==> config.mk <==
export PLATFORM = sky130hd
export DESIGN_NAME = pulse_interval_capture
export DESIGN_NICKNAME = d
export VERILOG_FILES = /design/src/pic_pkg.sv /design/src/pic_sync.sv /design/src/pulse_interval_capture.sv
export VERILOG_INCLUDE_DIRS = /design/src
export SDC_FILE = /design/constraint.sdc
export NUM_CORES = 1
export LEC_CHECK = 0
export BUFFER_PORTS_ARGS = -buffer_cell sky130_fd_sc_hd__buf_2
export CAP_MARGIN = 15
export CORE_ASPECT_RATIO = 1.2
export CORE_MARGIN = 10
export CORE_UTILIZATION = 47
export CTS_BUF_LIST = sky130_fd_sc_hd__clkbuf_4
export DETAILED_ROUTE_END_ITERATION = 10
export GPL_TIMING_DRIVEN = 0
export RECOVER_POWER = 50
export SYNTH_ARGS = -nofsm -noshare
export SYNTH_HDL_FRONTEND = slang
export SYNTH_SLANG_ARGS = --single-unit
export TNS_END_PERCENT = 10
==> constraint.sdc <==
create_clock -name sys_clk -period 12 [get_ports sys_clk]
set_input_delay 2.4 -clock sys_clk [delete_from_list [all_inputs] [get_ports sys_clk]]
set_output_delay 2.4 -clock sys_clk [all_outputs]
set_load 0.02 [all_outputs]
==> src/pic_consts.svh <==
/*
  Constants of the pulse interval capture block: register offsets, field
  positions, reset values and timing figures. Assumes inclusion by bare name.
*/
`ifndef PIC_CONSTS_SVH
`define PIC_CONSTS_SVH

// ----------------------------------------------------------------------
// Register byte offsets.
// ----------------------------------------------------------------------
`define OFF_CTRL 12'h000
`define OFF_STATUS 12'h004
`define OFF_IRQ_STAT 12'h008
`define OFF_IRQ_MASK 12'h00c
`define OFF_CAPTURE 12'h010
`define OFF_BUFFER 12'h020
`define BUF_PAGE 7'h01

// ----------------------------------------------------------------------
// Field positions.
// ----------------------------------------------------------------------
`define CTRL_START 0
`define CTRL_EXT 1
`define CTRL_PSC_LO 2
`define CTRL_PSC_HI 5
`define IRQ_CAPTURE 0
`define IRQ_COMPLETE 1
`define IRQ_W 2

// ----------------------------------------------------------------------
// Sizes, reset values and timing.
// ----------------------------------------------------------------------
`define CNT_MAX 16'hffff
`define CNT_ZERO 16'h0000
`define RESULT_COUNT 4'h8
`define LAST_SLOT 3'h7
`define SYS_CLK_HZ 125000000
`define COUNT_CLK_HZ 6000000
`define BASE_DIV ((`SYS_CLK_HZ + `COUNT_CLK_HZ / 2) / `COUNT_CLK_HZ)
`define PSC_RESET 4'h0

`endif

==> src/pic_pkg.sv <==
/*
  Types shared by the pulse interval capture block. Assumes nothing.
*/
package pic_pkg;
  // Measurement sequence: idle, waiting for the discarded first edge, measuring.
  typedef enum logic [1:0] {ST_IDLE, ST_ARMED, ST_MEASURE} meas_state_e;
endpackage : pic_pkg

==> src/pic_sync.sv <==
/*
  Two flip-flop synchroniser for asynchronous levels.
  Assumes the output is read only by logic on clk.
*/
`timescale 1ns/100ps
module pic_sync #(
  parameter int W = 1
) (
  // Clock and reset.
  input wire logic clk,
  input wire logic rst,
  // Level in and synchronised level out.
  input wire logic [W-1:0] din,
  output logic [W-1:0] dout
);
  logic [W-1:0] meta_ff; // First stage; read only by the second stage.

  // Two stages; only dout may be seen by other logic.
  always_ff @(posedge clk or posedge rst) begin
    if (rst) begin
      meta_ff <= '0;
      dout <= '0;
    end else begin
      meta_ff <= din;
      dout <= meta_ff;
    end
  end
endmodule : pic_sync

==> src/pulse_interval_capture.sv <==
/*
  Pulse interval capture channel with APB register access and an 8-entry
  result buffer. Assumes an APB master on sys_clk and an asynchronous pulse
  source on pulseInputPin.

*/
`timescale 1ns/100ps
`include "pic_consts.svh"
module pulse_interval_capture
  import pic_pkg::*;
(
  // Clock and reset.
  input wire logic sys_clk,
  input wire logic sys_rst,
  // APB slave.
  input wire logic psel,
  input wire logic penable,
  input wire logic pwrite,
  input wire logic [11:0] paddr,
  input wire logic [31:0] pwdata,
  output logic [31:0] prdata,
  output logic pready,
  output logic pslverr,
  // Pulse pin and events.
  input wire logic pulseInputPin,
  output logic captureDoneEvent,
  output logic measurementComplete,
  output logic irq
);
  // ----------------------------------------------------------------------
  // Declarations.
  // ----------------------------------------------------------------------
  localparam int BASE_DIV = `BASE_DIV; // System clocks per count clock.
  meas_state_e state_ff; // Sequence state.
  logic pinSync; // Pin after two flip-flops.
  logic pinPrev_ff; // Pin one cycle earlier.
  logic rise; // Rising edge seen this cycle.
  logic [4:0] baseCnt_ff; // Divider to the reference count clock.
  logic baseTick; // One pulse per reference count clock.
  logic [14:0] pscCnt_ff; // Prescaler chain of base ticks.
  logic [14:0] pscMask; // Low prescaler bits that must all be set.
  logic cntEn; // One pulse per selected count clock.
  logic [15:0] intervalCounter_ff; // The interval counter, held while idle and cleared at each capture.
  logic overflowStatus_ff; // Counter wrapped since the last capture.
  logic extMode_ff; // Seventeen bit mode select.
  logic [3:0] countClockPrescaler_ff; // Prescaler select.
  logic [2:0] resultCount_ff; // Next slot, counted from the first store.
  logic complete_ff; // All eight results stored.
  logic [16:0] capturedCount_ff; // Most recent captured interval.
  logic [15:0] buffer_ff [16]; // Result store, as halfwords.
  logic [15:0] resultLo; // Halfword of count to store.
  logic storeEn; // A capture that is kept.
  logic startReq; // Software start.
  logic busWrite; // Write taken this cycle.
  logic [`IRQ_W-1:0] irqStat_ff; // Sticky event bits.
  logic [`IRQ_W-1:0] irqMask_ff; // Event enables.
  logic [`IRQ_W-1:0] irqSet; // Events this cycle.
  logic mapped; // Address decodes to a register.
  logic [31:0] nxt_prdata; // Read value to latch at setup.

  // ----------------------------------------------------------------------
  // Pin synchronisation and edge detection.
  // ----------------------------------------------------------------------
  pic_sync #(.W(1)) pinSyncInst (
    .clk(sys_clk),
    .rst(sys_rst),
    .din(pulseInputPin),
    .dout(pinSync)
  );

  // Edge history is taken after the synchroniser, never from its first stage.
  always_ff @(posedge sys_clk or posedge sys_rst) begin
    if (sys_rst) begin
      pinPrev_ff <= 1'b0;
    end else begin
      pinPrev_ff <= pinSync;
    end
  end

  // A falling edge is ignored by design.
  assign rise = pinSync && !pinPrev_ff;

  // ----------------------------------------------------------------------
  // Count clock: base divider and prescaler, as one-cycle enables.
  // ----------------------------------------------------------------------
  // The base rate is rounded to whole system clocks, so it is close to but
  // not exactly the reference count clock.
  always_ff @(posedge sys_clk or posedge sys_rst) begin
    if (sys_rst) begin
      baseCnt_ff <= 5'h00;
    end else if (baseTick) begin
      baseCnt_ff <= 5'h00;
    end else begin
      baseCnt_ff <= baseCnt_ff + 5'h01;
    end
  end

  assign baseTick = (baseCnt_ff == 5'(BASE_DIV - 1));

  // Each prescaler step halves the count clock and doubles the range.
  always_ff @(posedge sys_clk or posedge sys_rst) begin
    if (sys_rst) begin
      pscCnt_ff <= 15'h0000;
    end else if (startReq) begin
      pscCnt_ff <= 15'h0000;
    end else if (baseTick) begin
      pscCnt_ff <= pscCnt_ff + 15'h0001;
    end
  end

  assign pscMask = 15'((16'h0001 << countClockPrescaler_ff) - 16'h0001);
  assign cntEn = baseTick && ((pscCnt_ff & pscMask) == pscMask);

  // ----------------------------------------------------------------------
  // Interval counter and overflow status.
  // ----------------------------------------------------------------------
  // A capture wins over a count step in the same cycle: the counter restarts.
  always_ff @(posedge sys_clk or posedge sys_rst) begin
    if (sys_rst) begin
      intervalCounter_ff <= `CNT_ZERO;
    end else if (startReq || (rise && state_ff != ST_IDLE)) begin
      intervalCounter_ff <= `CNT_ZERO;
    end else if (cntEn && state_ff != ST_IDLE) begin
      intervalCounter_ff <= intervalCounter_ff + 16'h0001;
    end
  end

  // Set on wrap; the capture that ends the interval clears it.
  always_ff @(posedge sys_clk or posedge sys_rst) begin
    if (sys_rst) begin
      overflowStatus_ff <= 1'b0;
    end else if (startReq || (rise && state_ff != ST_IDLE)) begin
      overflowStatus_ff <= 1'b0;
    end else if (cntEn && state_ff != ST_IDLE && intervalCounter_ff == `CNT_MAX) begin
      overflowStatus_ff <= 1'b1;
    end
  end

  // ----------------------------------------------------------------------
  // Sequence control.
  // ----------------------------------------------------------------------
  assign storeEn = rise && (state_ff == ST_MEASURE);

  // A start while busy restarts the whole measurement.
  always_ff @(posedge sys_clk or posedge sys_rst) begin
    if (sys_rst) begin
      state_ff <= ST_IDLE;
    end else if (startReq) begin
      state_ff <= ST_ARMED;
    end else begin
      unique case (state_ff)
        ST_IDLE: begin
          state_ff <= ST_IDLE;
        end
        ST_ARMED: begin
          // The first edge only opens the first interval.
          if (rise) begin
            state_ff <= ST_MEASURE;
          end
        end
        ST_MEASURE: begin
          if (storeEn && resultCount_ff == `LAST_SLOT) begin
            state_ff <= ST_IDLE;
          end
        end
      endcase
    end
  end

  // Number of results already stored; also selects the slot.
  always_ff @(posedge sys_clk or posedge sys_rst) begin
    if (sys_rst) begin
      resultCount_ff <= 3'h0;
      complete_ff <= 1'b0;
    end else if (startReq) begin
      resultCount_ff <= 3'h0;
      complete_ff <= 1'b0;
    end else if (storeEn) begin
      resultCount_ff <= resultCount_ff + 3'h1;
      complete_ff <= (resultCount_ff == `LAST_SLOT);
    end
  end

  // ----------------------------------------------------------------------
  // Capture and result store.
  // ----------------------------------------------------------------------
  // Default mode reports an overflowed interval as zero. Results below 6
  // cannot come from a legal edge spacing and are not to be trusted.
  assign resultLo = (!extMode_ff && overflowStatus_ff) ? `CNT_ZERO
                    : intervalCounter_ff;

  // Each capture, kept or not, updates the readable captured count.
  always_ff @(posedge sys_clk or posedge sys_rst) begin
    if (sys_rst) begin
      capturedCount_ff <= 17'h00000;
      captureDoneEvent <= 1'b0;
    end else begin
      captureDoneEvent <= rise && (state_ff != ST_IDLE);
      if (rise && state_ff != ST_IDLE) begin
        capturedCount_ff <= {extMode_ff && overflowStatus_ff, resultLo};
      end
    end
  end

  // Slots run from the top down; the low halfword sits at the low address.
  // Default mode: halfword 7-n. Extended: count at 14-2n, status at 15-2n.
  always_ff @(posedge sys_clk or posedge sys_rst) begin
    if (sys_rst) begin
      for (int i = 0; i < 16; i++) begin
        buffer_ff[i] <= 16'h0000;
      end
    end else if (storeEn) begin
      if (extMode_ff) begin
        buffer_ff[{~resultCount_ff, 1'b0}] <= resultLo;
        buffer_ff[{~resultCount_ff, 1'b1}] <= {15'h0000, overflowStatus_ff};
      end else begin
        buffer_ff[{1'b0, ~resultCount_ff}] <= resultLo;
      end
    end
  end

  assign measurementComplete = complete_ff;

  // ----------------------------------------------------------------------
  // APB slave: zero wait states, error on unmapped addresses.
  // ----------------------------------------------------------------------
  assign pready = 1'b1;
  assign mapped = (paddr == `OFF_CTRL) || (paddr == `OFF_STATUS)
                  || (paddr == `OFF_IRQ_STAT) || (paddr == `OFF_IRQ_MASK)
                  || (paddr == `OFF_CAPTURE)
                  || (paddr[11:5] == `BUF_PAGE && paddr[1:0] == 2'b00);
  assign pslverr = psel && penable && !mapped;
  assign busWrite = psel && penable && pwrite && mapped;
  assign startReq = busWrite && (paddr == `OFF_CTRL) && pwdata[`CTRL_START];

  // Mode and prescaler may be rewritten at any time; changes take effect
  // mid-interval, so software should set them before a start.
  always_ff @(posedge sys_clk or posedge sys_rst) begin
    if (sys_rst) begin
      extMode_ff <= 1'b0;
      countClockPrescaler_ff <= `PSC_RESET;
    end else if (busWrite && paddr == `OFF_CTRL) begin
      extMode_ff <= pwdata[`CTRL_EXT];
      countClockPrescaler_ff <= pwdata[`CTRL_PSC_HI:`CTRL_PSC_LO];
    end
  end

  assign irqSet = {complete_ff == 1'b0 && storeEn && resultCount_ff == `LAST_SLOT,
                   rise && state_ff != ST_IDLE};

  // Write one to clear; a new event in the same cycle wins.
  always_ff @(posedge sys_clk or posedge sys_rst) begin
    if (sys_rst) begin
      irqStat_ff <= '0;
      irqMask_ff <= '0;
    end else begin
      if (busWrite && paddr == `OFF_IRQ_STAT) begin
        irqStat_ff <= (irqStat_ff & ~pwdata[`IRQ_W-1:0]) | irqSet;
      end else begin
        irqStat_ff <= irqStat_ff | irqSet;
      end
      if (busWrite && paddr == `OFF_IRQ_MASK) begin
        irqMask_ff <= pwdata[`IRQ_W-1:0];
      end
    end
  end

  assign irq = |(irqStat_ff & irqMask_ff);

  // Read mux; latched in the setup cycle so the access phase sees a flop.
  always_comb begin
    nxt_prdata = 32'h00000000;
    if (paddr[11:5] == `BUF_PAGE) begin
      nxt_prdata = {buffer_ff[{paddr[4:2], 1'b1}], buffer_ff[{paddr[4:2], 1'b0}]};
    end else begin
      unique case (paddr)
        `OFF_CTRL: begin
          nxt_prdata = {26'h0000000, countClockPrescaler_ff, extMode_ff, 1'b0};
        end
        `OFF_STATUS: begin
          nxt_prdata = {25'h0000000, resultCount_ff, 1'b0, overflowStatus_ff,
                        complete_ff, state_ff != ST_IDLE};
        end
        `OFF_IRQ_STAT: begin
          nxt_prdata = {30'h00000000, irqStat_ff};
        end
        `OFF_IRQ_MASK: begin
          nxt_prdata = {30'h00000000, irqMask_ff};
        end
        `OFF_CAPTURE: begin
          nxt_prdata = {15'h0000, capturedCount_ff};
        end
        default: begin
          nxt_prdata = 32'h00000000;
        end
      endcase
    end
  end

  // Read data register.
  always_ff @(posedge sys_clk or posedge sys_rst) begin
    if (sys_rst) begin
      prdata <= 32'h00000000;
    end else if (psel && !penable) begin
      prdata <= nxt_prdata;
    end
  end
endmodule : pulse_interval_capture

* Yosys cells after proc, flatten, opt, wreduce, memory -nomap -nowiden
Cells that the tools add are included.
Storage, ports and cells: register bits 361, bits of input ports 50
Cells by class: equal/unequal tests 13, reductions and logical operators 44, $add $sub $neg 5, $lt $le $gt $ge 8, shifts and indexed selects 1, multiplexer cells 35, bitwise logic cells 13
Operators by type and width (number):
- $bwmux 256 | 3
- $mux 256 | 1
- $demux 16 s4 | 3
- $mux 16 | 10
- $bmux 16 s4 | 2
- $pmux 17 s5 | 1
- $mux 32 | 1
- $mux 15 | 2
- $ge 5x5->1 const B | 5
- $eq 12x4->1 const B | 2
- $logic_and 1x1->1 | 24
- $not 4->5 | 4
- $add 16x1->16 const B | 1
- $eq 16x16->1 const B | 1
- $add 15x1->15 const B | 1
- $and 15x15->15 | 1
- $eq 15x15->1 | 1
- $lt 5x1->1 const B | 3
- $shl 1x4->15 const A | 1
- $sub 15x1->15 const B | 1
- $eq 12x3->1 const B | 1
- $eq 12x5->1 const B | 1
- $logic_not 12->1 | 1
- $reduce_bool 2->1 | 5
- 25 further kinds | 43

* Depth between registers and ports, before layout
depth after elaboration 11, mapped depth 11, mapped depth without buffers 9

* Cells and area by module
Synthesis repeated with hierarchy kept, for this count alone.
Unflattened totals: cells, all modules 1336, area, all modules 13636.8 um2
By module, submodules not included:
- pulse_interval_capture | times used 1, cells an instance 1333, area an instance 13583.0 um2
- pic_sync | times used 1, cells an instance 3, area an instance 53.8 um2

* Worst setup path after synthesis
OpenSTA, ideal clock, no wires.
path type in2out, start input paddr[4], end output pslverr, arrival 3.919 ns, setup slack 5.681 ns, cell stages on the path 5, path through buf_1 clkbuf_1 nor3b_1 nor3_1 a21oi_1
On the way: longest elaborated chain between the ends 8
RTL lines:
- from (decl) | line pulse_interval_capture.sv:19 | input wire logic [11:0] paddr,
- $eq 12x3->1 / $logic_not 12->1 (equally long branches)
- $logic_or 1x1->1 (3 in a row) | line pulse_interval_capture.sv:228 | assign mapped = (paddr == `OFF_CTRL) || (paddr == `OFF_STATUS)
- $logic_or 1x1->1 * (2 in a row) | line pulse_interval_capture.sv:228
- $logic_not 1->1 * | line pulse_interval_capture.sv:232 | assign pslverr = psel && penable && !mapped;
- $logic_and 1x1->1 * | line pulse_interval_capture.sv:232
- to (decl) | line pulse_interval_capture.sv:23 | output logic pslverr,
Mark *: on every way between the ends. The rest lies on a longest branch, timed or not.

* Worst setup path after layout
Same ends and word-level chain as after synthesis.

==> impl_metrics.csv <==
group,metric,value,unit
floorplanning,coreArea,28670,um^2
drt,wl,39460,um
synth,yosys_warnings,0,
synth,syn-num-nets,1392,
clock_tree,root_buffer,"clkbuf_4",
sta,slew_violations,66,
synth,synth_area,13630,um^2
global_route,grt_pass1_wl,62220,um
floorplanning,io-pin-count,87,
synth,ys_types,58,
setup_path,path_max_fanout,10,
layout,finalInstanceArea,15420,um^2
sta,grt_setup_unrepaired,"no",
sta,max_freq,0.1431,GHz
setup_path,end_kind,"output pin",
setup_path,crit_cells,7,
clock_tree,clkLatencyLatePin,740,ps
setup_path,worst-setup-path-type,"in -> out",
synth,ys_seq_elements,301,
power_and_ir_drop,powerDensity,149.1,nW/um^2
placed_design,port_buffers,59,
clock_tree,hold_buffers,0,
floorplanning,start_util,0.4755,
floorplanning,die_area,36250,um^2
sta,post-route-period-util,0.5825,
clock_tree,numCtsBuffers,78,
min_path,hp-class,"reg -> reg",
sta,min_period,6990,ps
clock_tree,cts_resized,0,
floorplanning,num_rows,68,
setup_path,cp.required,9600,ps
min_path,hold_path_depth,0,
clock_tree,cts_sinks,301,
global_route,overflow,0,
drt,wl_per_cell,20.65,um
placed_design,pre_cts_ws,5010,ps
layout,final-seq-area,7532,um^2
layout,final_common_cell,"dfrtp_1",
drt,drc_errors,0,
clock_tree,post_cts_buffers,0,
placed_design,placedInstanceArea,14470,um^2
clock_tree,htree_levels,3,
global_route,grt_pass1_vias,10870,
global_route,grt_max_degree,131,
setup_path,path_buf_inv,4,
clock_tree,path_clk_slew,60,ps
sta,setup_viol,0,
sta,worstMarginPinSlew,3014,ps
sta,clock_skew,59.21,ps
placed_design,dp_hpwl,27380,um
outcome,violations,"capacitance limit, slew limit",
drt,drt_first_pass_iters,7,
synth,ys.flop_type,"dfrtp_1",
setup_path,cpMostUsedCell,"buf_2",
floorplanning,die_h,206.6,um
synth,synth_area_per_cell,10.21,um^2
setup_path,cpPeakStageDelay,730,ps
synth,syn_inst,1335,
global_route,grt_usage,0.2224,
layout,fin_nets,1533,
synth,seq_area_frac_synth,0.5525,
drt,vias,10770,
layout,layout_common_cells,"dfrtp_1, nand2_1, o21ai_0",
synth,synth_edf_count,0,
setup_path,r2r_cells,11,
setup_path,crit_chain,"buf_2 -> buf_1 -> clkbuf_1 -> nor3b_1 -> nor3_1 -> a21oi_1 -> buf_2",
setup_path,cp.arrival,4590,ps
drt,ant_nets,0,
global_route,antenna_found_initial,1,
floorplanning,fp.dieW,175.5,um
layout,nFillCells,2678,
drt,drt_iter0_drc,909,
drt,viasPerCell,5.636,
run,cap_violations,1,
layout,synthToLayoutAreaGrowth,13.09,%
placed_design,gp_congestion,0.8595,
sta,slew_headroom,-1.021,
clock_tree,cts_tree,"yes",
setup_path,slowest_stage,"clkbuf_1",
sta,hold_violations,0,
sta,setup_slack,5010,ps
setup_path,path_delay_family,"buffers and inverters",
setup_path,cp-start-kind,"primary input",
power_and_ir_drop,p_leak,6.827,nW
synth,synthArstFlopShare,1.000,
power_and_ir_drop,ir_worst_vdd,0.00006926,V
outcome,outcome,"finished, violations left",
layout,multi_input_area,5614,um^2
layout,drive_above_1_share,0.1719,
clock_tree,clockBufferDepth,3,
cell usage after synthesis, types with 5 or more instances:
master	number	area share
a21oi_1	33	0.012
and3_1	10	0.0046
buf_2	8	0.0029
clkbuf_1	79	0.022
dfrtp_1	301	0.55
ha_1	7	0.0064
inv_1	27	0.0074
mux2_2	10	0.0083
mux2i_1	28	0.021
mux4_2	50	0.083
nand2_1	294	0.081
nand2b_1	15	0.0069
nand3_1	39	0.014
nand4_1	11	0.0050
nor2_1	54	0.015
nor3_1	10	0.0037
nor4_1	6	0.0028
o21ai_0	256	0.094
o31ai_1	5	0.0028
xnor2_1	6	0.0039
xor2_1	11	0.0071
flip-flops by register name, summed over array words and instances, names as in the netlist, 2 cells and up:
| name | flops |
|---|---|
| irqMask_ff | 2 |
| buffer_ff | 196 |
| resultCount_ff | 3 |
| irqStat_ff | 2 |
| baseCnt_ff | 5 |
| pscCnt_ff | 15 |
| state_ff | 2 |
| countClockPrescaler_ff | 4 |
| prdata | 32 |
| intervalCounter_ff | 16 |
| capturedCount_ff | 17 |
kinds of logic after synthesis:
kind of cell | count (synthesis) | share of synthesized area
AO/OA/AOI/OAI | 326 | 0.1284
XOR/XNOR | 17 | 0.01092
adder cells (fa/ha/maj) | 7 | 0.006424
buffers and inverters | 120 | 0.03570
flip-flops | 301 | 0.5525
multiplexers | 88 | 0.1114
other | 1 | 0.0002751
AND/OR/NAND/NOR | 475 | 0.1544
path summary, 6_finish.rpt:
| path | startpoint | to | slack, ps |
|---|---|---|---|
| setup / recovery | paddr[4] | pslverr | 5010 |
| hold / removal | pinSyncInst.meta_ff | pinSyncInst.dout | 360 |
| setup reg to reg | countClockPrescaler_ff[1] | overflowStatus_ff | 8570 |
| hold reg to reg | pinSyncInst.meta_ff | pinSyncInst.dout | 360 |
| max in group asynchronous | sys_rst | buffer_ff[53] | 7390 |
| min in group asynchronous | sys_rst | buffer_ff[172] | 2540 |
per-stage QoR:
| step | hold WS, ps | power, mW | util | TNS, ps | instances |
|---|---|---|---|---|---|
| 3_3_place_gp | 355.0 | 1.428 | 0.5026 | -680930 | 1779 |
| 2_1_floorplan | 331.2 | 1.338 | - | 0 | 1335 |
| 4_1_cts | 360.3 | 2.311 | 0.5377 | 0 | 1909 |
| 6_report | 357.1 | 2.298 | 0.5377 | 0 | 1911 |
| 5_1_grt | 376.6 | 2.414 | 0.5377 | 0 | 1911 |
| 3_5_place_dp | 353.7 | 1.436 | 0.5048 | 0 | 1781 |
layer usage:
| layer | track usage | part of all wire | vias up |
|---|---|---|---|
| li1 | - | - | 4982 |
| met1 | 0.2876 | 0.42 | 5337 |
| met2 | 0.3670 | 0.49 | 381 |
| met3 | 0.04567 | 0.063 | 70 |
| met4 | 0.07972 | 0.026 | 0 |
| met5 | 0 | 0 | - |
worst reg2reg max path, cell delays in order (launching register included):
cell,delay [ps]
dfrtp_1,390
buf_2,200
nor3_1,260
nand2b_1,120
ha_1,260
nand2_1,120
a2111oi_1,90
nor4_2,670
nand3_1,300
clkbuf_1,320
nor4_1,490
o21a_1,170
power by group:
| group | internal [mW] | switching (mW) | leakage [nW] | total (mW) |
|---|---|---|---|---|
| registers | 1.10 | 0.0560 | 4.12 | 1.15 |
| clock network | 0.461 | 0.416 | 0.573 | 0.877 |
| logic | 0.0946 | 0.175 | 2.13 | 0.270 |
layout make-up:
type / count / share of cell area
diodes: 2 / 0.0003246
plain buffers: 93 / 0.02500
clock buffers: 117 / 0.05697
clock inverters: 11 / 0.004382
inverters: 27 / 0.006655
multi-input cells: 914 / 0.3641
flip-flops and latches: 301 / 0.4886
well taps: 385 / 0.03124
repair buffers: 61 / 0.02272
No activity file was read; power rests on OpenSTA's default activity.
